===== src/inc/apdc_defines.svh =====
// Constants for the automatic power-down controller.
`ifndef APDC_DEFINES_SVH
`define APDC_DEFINES_SVH

// Idle counter width and the terminal count of idle clock periods.
`define APDC_CNT_W 4
`define APDC_IDLE_LIMIT 4'hF

// Field positions in power mode register zero.
`define APDC_PMR0_TURBO_OFF 3
`define APDC_PMR0_CLK_AND 4
`define APDC_PMR0_CLK_MCELL 5

// Field positions in power mode register two (control signal blocking).
`define APDC_PMR2_ADDR_LO 0
`define APDC_PMR2_CNTL0 2
`define APDC_PMR2_CNTL1 3
`define APDC_PMR2_CNTL2 4
`define APDC_PMR2_STROBE 5
`define APDC_PMR2_DBE 6

// Reset values of the power mode registers (turbo on, nothing blocked).
`define APDC_PMR0_RST 8'h00
`define APDC_PMR2_RST 8'h00

`endif


===== src/inc/apdc_pkg.sv =====
// Types shared by the power-down controller files.
package apdc_pkg;

  // Power state of the device, one-hot.
  typedef enum logic [1:0] {
    APDC_RUN  = 2'b01,
    APDC_DOWN = 2'b10
  } apdc_state_t;

endpackage


===== src/verilog/apdc_activity.sv =====
// Address strobe activity detector and idle period counter.
`timescale 1ns/100ps
`default_nettype none

`include "apdc_defines.svh"

module apdc_activity (
  // Clock and reset.
  input wire logic clock,
  input wire logic reset,
  // Control.
  input wire logic unit_enable,
  input wire logic strobe_polarity,
  input wire logic strobe_level,
  input wire logic clk_tick,
  // Results.
  output logic strobe_active,
  output logic idle_done
);

  logic strobe_prev_r;
  logic [`APDC_CNT_W-1:0] idle_cnt_r;

  ////////////////////////////////////////////////////////////////////////
  // A change of the strobe level counts as pulsing activity.
  assign strobe_active = strobe_level ^ strobe_prev_r;

  // Previous strobe level for edge detection. It follows the pin through
  // reset too, so a strobe that rests high is not taken for activity on
  // the first cycle after release.
  always_ff @(posedge clock) begin
    strobe_prev_r <= strobe_level;
  end

  ////////////////////////////////////////////////////////////////////////
  // Idle counter advances once per input clock period while idle.
  // activity restarts count
  always_ff @(posedge clock) begin
    if (reset) begin
      idle_cnt_r <= 4'h0;
    end else if (!unit_enable || strobe_active) begin
      idle_cnt_r <= 4'h0;
    end else if (clk_tick && strobe_level == strobe_polarity && idle_cnt_r != `APDC_IDLE_LIMIT) begin
      idle_cnt_r <= idle_cnt_r + 4'h1;
    end
  end

  assign idle_done = unit_enable && (idle_cnt_r == `APDC_IDLE_LIMIT);

endmodule

`default_nettype wire


===== src/verilog/apdc_controller.sv =====
// Automatic power-down controller with run-time power mode blocking bits.
`timescale 1ns/100ps
`default_nettype none

`include "apdc_defines.svh"


// The controller sits between the processor bus and the memories, the
// logic arrays and the ports. It watches the address strobe, counts idle
// periods of the slow input clock and, once the count runs out, isolates
// the memories, the ports and the bus inputs of the logic arrays. The array
// clocks keep running throughout; only the clock bits of register zero cut them.
// Address-out pins are undefined in power-down; they are held at zero,
// which is one legal choice and keeps them from toggling.
// The clock copies handed to the logic are sampled by the core clock, so
// they show the input clock one cycle late and only up to half the core
// rate. A faster input clock would need a real gated clock path instead.

module apdc_controller (
  // Clock and reset.
  input wire logic clock,
  input wire logic reset,
  // Microcontroller bus inputs.
  input wire logic addr_strobe_in,
  input wire logic pld_clock_in,
  input wire logic chip_select_n,
  input wire logic [7:0] mcu_addr_lo,
  input wire logic [7:0] mcu_data,
  input wire logic [2:0] mcu_cntl,
  input wire logic mcu_dbe,
  // Configuration.
  input wire logic auto_powerdown_unit,
  input wire logic strobe_polarity,
  // Power mode register writes.
  input wire logic pmr0_wr,
  input wire logic pmr2_wr,
  input wire logic [7:0] pmr_wdata,
  // Port drive requests from port logic.
  input wire logic [7:0] addr_out_req,
  input wire logic [7:0] data_port_oe_req,
  input wire logic [7:0] periph_oe_req,
  // Status.
  output logic powerdown_flag,
  output logic [7:0] power_mode_reg_zero,
  output logic [7:0] power_mode_reg_two,
  output logic turbo_on,
  // Memory side.
  output logic mem_select,
  output logic [7:0] mem_addr_lo,
  output logic [7:0] mem_data,
  // Logic array side.
  output logic [7:0] pld_addr_lo,
  output logic [2:0] pld_cntl,
  output logic pld_strobe,
  output logic pld_dbe,
  output logic pld_clk_and,
  output logic pld_clk_mcell,
  // Port side.
  output logic [7:0] addr_out,
  output logic [7:0] data_port_oe,
  output logic [7:0] periph_oe
);

  apdc_pkg::apdc_state_t state_r;
  logic strobe_active;
  logic idle_done;
  logic clk_prev_r;
  logic clk_tick;
  logic [7:0] pmr0_r;
  logic [7:0] pmr2_r;
  logic down_nxt;
  apdc_pkg::apdc_state_t state_nxt;

  // Gates a bus signal off when its blocking bit or power-down is set.
  function automatic logic pass_bit(input logic sig, input logic blk, input logic pd);
    pass_bit = sig & ~blk & ~pd;
  endfunction

  // Gates a whole byte off; used for the byte-wide paths that power-down isolates.
  // Blocked lines are held at zero rather than left to follow the bus, so
  // nothing downstream toggles while the device sleeps.
  function automatic logic [7:0] gate_byte(input logic [7:0] v, input logic off);
    gate_byte = off ? 8'h00 : v;
  endfunction

  ////////////////////////////////////////////////////////////////////////
  // Rising edges of the input clock give a one-cycle period tick.
  // counter sees clock always
  assign clk_tick = pld_clock_in & ~clk_prev_r;

  // Previous input clock level.
  always_ff @(posedge clock) begin
    if (reset) begin
      clk_prev_r <= 1'b0;
    end else begin
      clk_prev_r <= pld_clock_in;
    end
  end

  // Activity detector and idle counter.
  apdc_activity u_activity (
    .clock(clock),
    .reset(reset),
    .unit_enable(auto_powerdown_unit),
    .strobe_polarity(strobe_polarity),
    .strobe_level(addr_strobe_in),
    .clk_tick(clk_tick),
    .strobe_active(strobe_active),
    .idle_done(idle_done)
  );

  ////////////////////////////////////////////////////////////////////////
  // Power state machine; exits take priority over entry.
  // Entry also waits for chip select to be high: a selected device is in
  // use even if the strobe has gone quiet, and entering would only be
  // undone again on the following cycle.
  always_comb begin
    state_nxt = state_r;
    unique case (state_r)
      apdc_pkg::APDC_RUN: begin
        if (idle_done && chip_select_n && !strobe_active) begin
          state_nxt = apdc_pkg::APDC_DOWN;
        end
      end
      apdc_pkg::APDC_DOWN: begin
        if (strobe_active || !chip_select_n || !auto_powerdown_unit) begin
          state_nxt = apdc_pkg::APDC_RUN;
        end
      end
      default: begin
        state_nxt = apdc_pkg::APDC_RUN;
      end
    endcase
  end

  // State register; reset forces normal operation.
  always_ff @(posedge clock) begin
    if (reset) begin
      state_r <= apdc_pkg::APDC_RUN;
    end else begin
      state_r <= state_nxt;
    end
  end

  // Outputs are registered from the next state, so the flag and the
  // isolation of the buses change on the same edge as the state itself.
  assign down_nxt = (state_nxt == apdc_pkg::APDC_DOWN);

  ////////////////////////////////////////////////////////////////////////
  // Power mode registers written by the microcontroller at run time.
  // Writes take effect on the next edge; set the blocking bits before the
  // device sleeps, since power-down does not change them.
  // turbo resets on
  always_ff @(posedge clock) begin
    if (reset) begin
      pmr0_r <= `APDC_PMR0_RST;
    end else if (pmr0_wr) begin
      pmr0_r <= pmr_wdata;
    end
  end

  always_ff @(posedge clock) begin
    if (reset) begin
      pmr2_r <= `APDC_PMR2_RST;
    end else if (pmr2_wr) begin
      pmr2_r <= pmr_wdata;
    end
  end

  ////////////////////////////////////////////////////////////////////////
  // Power-down flag, registered from the next state.
  // flag follows the state
  always_ff @(posedge clock) begin
    if (reset) begin
      powerdown_flag <= 1'b0;
    end else begin
      powerdown_flag <= down_nxt;
    end
  end

  // Register readback; a write shows on the port in the cycle after it.
  always_ff @(posedge clock) begin
    if (reset) begin
      power_mode_reg_zero <= `APDC_PMR0_RST;
      power_mode_reg_two <= `APDC_PMR2_RST;
    end else begin
      power_mode_reg_zero <= pmr0_wr ? pmr_wdata : pmr0_r;
      power_mode_reg_two <= pmr2_wr ? pmr_wdata : pmr2_r;
    end
  end

  // Turbo state, on out of reset. Power-down leaves it alone, so the
  // logic keeps whatever speed the processor chose before it slept.
  always_ff @(posedge clock) begin
    if (reset) begin
      turbo_on <= 1'b1;
    end else begin
      turbo_on <= pmr0_wr ? ~pmr_wdata[`APDC_PMR0_TURBO_OFF] : ~pmr0_r[`APDC_PMR0_TURBO_OFF];
    end
  end

  ////////////////////////////////////////////////////////////////////////
  // Memory path: deselected and isolated in power-down, deselected by chip select.
  // A one-cycle output register adds latency; acceptable for a gating model.
  always_ff @(posedge clock) begin
    if (reset) begin
      mem_select <= 1'b0;
      mem_addr_lo <= 8'h00;
      mem_data <= 8'h00;
    end else begin
      mem_select <= !chip_select_n && !down_nxt;
      mem_addr_lo <= gate_byte(mcu_addr_lo, down_nxt);
      mem_data <= gate_byte(mcu_data, down_nxt);
    end
  end

  ////////////////////////////////////////////////////////////////////////
  // Logic array inputs: power-down and the blocking bits gate each bus signal; the clocks are gated only by their register zero bits.
  // Chip select plays no part here, so logic keeps working while deselected.
  always_ff @(posedge clock) begin
    if (reset) begin
      pld_addr_lo <= 8'h00;
      pld_strobe <= 1'b0;
      pld_dbe <= 1'b0;
    end else begin
      pld_addr_lo <= gate_byte(mcu_addr_lo, down_nxt || pmr2_r[`APDC_PMR2_ADDR_LO]);
      pld_strobe <= pass_bit(addr_strobe_in, pmr2_r[`APDC_PMR2_STROBE], down_nxt);
      pld_dbe <= pass_bit(mcu_dbe, pmr2_r[`APDC_PMR2_DBE], down_nxt);
    end
  end

  // Control lines to the logic, one gate per line. The three blocking bits
  // sit next to each other in register two, so the bit index follows the
  // line index. Blocking the strobe here never reaches the idle counter.
  // each bit blocks its line
  for (genvar i = 0; i < 3; i++) begin : g_cntl
    always_ff @(posedge clock) begin
      if (reset) begin
        pld_cntl[i] <= 1'b0;
      end else begin
        pld_cntl[i] <= pass_bit(mcu_cntl[i], pmr2_r[`APDC_PMR2_CNTL0 + i], down_nxt);
      end
    end
  end

  always_ff @(posedge clock) begin
    if (reset) begin
      pld_clk_and <= 1'b0;
      pld_clk_mcell <= 1'b0;
    end else begin
      pld_clk_and <= pld_clock_in & ~pmr0_r[`APDC_PMR0_CLK_AND];
      pld_clk_mcell <= pld_clock_in & ~pmr0_r[`APDC_PMR0_CLK_MCELL];
    end
  end

  ////////////////////////////////////////////////////////////////////////
  // Port behaviour: address out undefined (held at zero), data and peripheral off.
  // I/O and logic-output pins are not routed here, so they keep their levels.
  always_ff @(posedge clock) begin
    if (reset) begin
      addr_out <= 8'h00;
      data_port_oe <= 8'h00;
      periph_oe <= 8'h00;
    end else begin
      addr_out <= gate_byte(addr_out_req, down_nxt);
      data_port_oe <= gate_byte(data_port_oe_req, down_nxt);
      periph_oe <= gate_byte(periph_oe_req, down_nxt);
    end
  end

endmodule

`default_nettype wire


===== config.mk =====
export PLATFORM = sky130hd
export DESIGN_NAME = apdc_controller
export DESIGN_NICKNAME = d
export VERILOG_FILES = /design/src/inc/apdc_pkg.sv /design/src/verilog/apdc_activity.sv /design/src/verilog/apdc_controller.sv
export VERILOG_INCLUDE_DIRS = /design/src /design/src/inc
export SDC_FILE = /design/constraint.sdc
export NUM_CORES = 1
export LEC_CHECK = 0
export BUFFER_PORTS_ARGS = -buffer_cell sky130_fd_sc_hd__buf_2
export CORE_MARGIN = 4
export CORE_UTILIZATION = 49
export DETAILED_ROUTE_END_ITERATION = 6
export PLACE_DENSITY_LB_ADDON = 0.2
export SYNTH_ARGS = -nofsm -noshare
export SYNTH_HDL_FRONTEND = slang
export SYNTH_SLANG_ARGS = --single-unit

===== constraint.sdc =====
create_clock -name clock -period 2.4 [get_ports clock]
set_input_delay 0.24 -clock clock [delete_from_list [all_inputs] [get_ports clock]]
set_output_delay 0.24 -clock clock [all_outputs]
set_load 0.1 [all_outputs]

==> results.txt <==
PD cells: 831 mW/mm²
Max clock buf depth: 2
worst skew pair latency: 0.34 ns
post-route antenna net violation count: 0
Critical Path RT: 2.62 ns
fin. max-slew vios: 0
core area: 0.00564 mm²
worst slack, placed: 0.345 ns
Final GP Congestion: 0.768
Sink Count: 82
post-route minimum period: 2.05 ns
slew margin rel.: 53.4%
Vias/cell: 4.92
WS Path Type: flip-flop to flip-flop
# hold bufs at CTS: 0
HPWL after detailed placement: 4820 µm
Mapped Area: 0.00291 mm²
Synth Warn #: 0
vias in the first global route: 2253
crit end category: flip-flop
R2R Path Start: u_activity.idle_cnt_r[0]
gr ovfl total: 0
part of the Yosys area used for sequential elements: 56.4%
largest net degree at the start of global routing: 47
clock-pin slew on the worst setup and hold paths: 0.08 ns
Worst Path Arrival: 2.27 ns
outcome: completed
RSZ-0062 raised after global routing: false
final layout net count: 467
Via Count: 2360
root buffer cell: clkbuf_8
drt drc: 0
Final Hold Slack: 0.0924 ns
Starting Density: 51.6%
skew final: 0.0115 ns
Hold Fails Final Rpt: 0
Tightest Hold Check Type: primary input to flip-flop
Power, Total: 3.18 mW
initial antenna violation count: 0
worst-margin pin slew: 0.698 ns
leakage power total: 1.90 nW
H-tree Lvls: 3
die width: 85.1 µm
crit path from: u_activity.idle_cnt_r[0]
Crit Path Max Fanout: 23
Syn-to-layout area delta: 31.6%
Synth cell types: 29
TritonCTS clock tree: built
Total GRT Usage: 18.3%
die area: 0.00724 mm²
Worst IR Drop VDD: 0.432 mV
share of cells above drive strength 1: 39.7%
Final TNS setup: 0 ns
setup slack after layout: 0.349 ns
Yosys reg bits: 82
ANT cells: 0
IO Port Bufs: 134
hold path start: chip_select_n
Post-CTS Setup Bufs: 0
Cell Rows: 27
crit start category: flip-flop
WL final: 6660 µm
Die Y-Extent: 85.1 µm
Post-Syn Nets: 338
global-route wire length before repair: 10500 µm
Mapped Cells: 274
Avg WL per Cell: 13.9 µm
router iterations before antenna repair: 4
I/O pins: 135
setup violators final: 0
PostCTS Resize Cnt: 0
max cap viols: 0
fin crit share: 85.5%
Num CTS Buffers: 9
Iteration-0 DRC Markers: 79
Avg Synthesized Cell Area: 10.6 µm²
Fmax: 487 MHz
-- layer usage --
| metal | up-vias | wire length, µm | global-route usage [%] |
|---|---|---|---|
| met4 | 0 | 79 | 6.47 |
| met3 | 7 | 571 | 6.70 |
| met2 | 79 | 3230 | 30.0 |
| met1 | 1101 | 2790 | 22.0 |
| li1 | 1173 | - | - |
| met5 | - | 0 | 0 |
-- sequential cells by signal (all words and copies together), names as in the netlist, 2 cells and up --
name,cells
power_mode_reg_two,8
state_r,2
pld_cntl,3
u_activity.idle_cnt_r,4
mem_addr_lo,8
periph_oe,8
mem_data,8
power_mode_reg_zero,8
data_port_oe,8
pld_addr_lo,8
addr_out,8
-- cells by family (layout without fill, tap and decap cells) --
family / count (synthesis) / after routing / share of synthesized area [%]
compound gates: 59 / 59 / 15.2
xor+xnor: 6 / 6 / 1.81
fa+ha+maj: 3 / 3 / 1.29
buf+inv: 31 / 165 / 5.03
flops: 82 / 82 / 56.4
mux: 17 / 17 / 5.85
simple gates: 76 / 76 / 14.4
-- power breakdown --
| group | switching [mW] | total (mW) | internal [mW] |
|---|---|---|---|
| registers | 0.0290 | 1.46 | 1.43 |
| clock network | 0.468 | 0.978 | 0.510 |
| logic | 0.606 | 0.746 | 0.140 |
| total | 1.10 | 3.18 | 2.08 |
-- worst max-delay path, cell delays in order (launching register included) --
cell and delay [ns]:
dfxtp_1 0.36, ha_1 0.18, nand3_1 0.14, nor3_1 0.40, o2bb2ai_4 0.38, buf_4 0.35, a211oi_1 0.11
-- path summary, 6_finish.rpt --
| path | cells after the start | end | slack [ns] |
|---|---|---|---|
| max | 6 | pld_addr_lo[1] | 0.35 |
| min reg2reg | 1 | pld_clk_and | 0.45 |
| max reg2reg | 6 | pld_addr_lo[1] | 0.35 |
| min | 2 | mem_select | 0.09 |
-- final cells by class --
| class | instances | area [µm²] |
|---|---|---|
| Clock buffer | 12 | 145 |
| Tap cell | 72 | 90.1 |
| Fill cell | 467 | 1810 |
| Multi-Input combinational cell | 161 | 1140 |
| Timing Repair Buffer | 140 | 728 |
| Sequential cell | 82 | 1640 |
| Inverter | 9 | 33.8 |
| Clock inverter | 4 | 51.3 |
-- per-stage QoR --
step | util, % | cells | area (µm²)
after global routing | 67.9 | 480 | 3830
final | 67.9 | 480 | 3830
after detailed placement | 64.4 | 464 | 3630
after floorplan | - | 274 | 2910
after CTS | 67.9 | 480 | 3830
after global placement | 64.4 | 464 | 3630
-- layout by cell type (no fill, tap or decap) --
master,instances
xor2_1,4
clkinv_4,1
clkbuf_8,10
ha_1,3
dfxtp_1,82
a21oi_1,41
a2111oi_4,5
a211oi_1,9
and3b_1,1
bufinv_16,1
a41oi_1,1
nand2b_1,42
nand2_1,2
inv_1,9
xnor2_1,2
nand3_1,2
o21ai_0,1
nor2b_1,1
clkinv_2,1
mux2i_1,17
o2bb2ai_4,1
and3_1,1
buf_12,1
clkbuf_1,2
nor2_1,21
buf_4,5
nand4_1,2
nor3_1,1
clkinvlp_4,1
or2_2,1
o211a_2,1
buf_2,134
nand3b_1,1
nor3b_1,1
-- Yosys cell counts --
cell / count / area (µm²)
a2111oi_4: 5 / 138
a211oi_1: 9 / 67.6
a21oi_1: 41 / 205
a41oi_1: 1 / 8.76
and3_1: 1 / 6.26
and3b_1: 1 / 8.76
buf_1: 1 / 3.75
buf_2: 12 / 60.1
buf_6: 2 / 22.5
clkbuf_1: 7 / 26.3
dfxtp_1: 82 / 1640
ha_1: 3 / 37.5
inv_1: 9 / 33.8
mux2i_1: 17 / 170
nand2_1: 2 / 7.51
nand2b_1: 42 / 263
nand3_1: 2 / 10.0
nand3b_1: 1 / 7.51
nand4_1: 2 / 12.5
nor2_1: 21 / 78.8
nor2b_1: 1 / 6.26
nor3_1: 1 / 5.00
nor3b_1: 1 / 7.51
o211a_1: 1 / 10.0
o21ai_0: 1 / 5.00
o2bb2ai_1: 1 / 8.76
or2_2: 1 / 6.26
xnor2_1: 2 / 17.5
xor2_1: 4 / 35.0
Power figures use the tool's default switching activity.
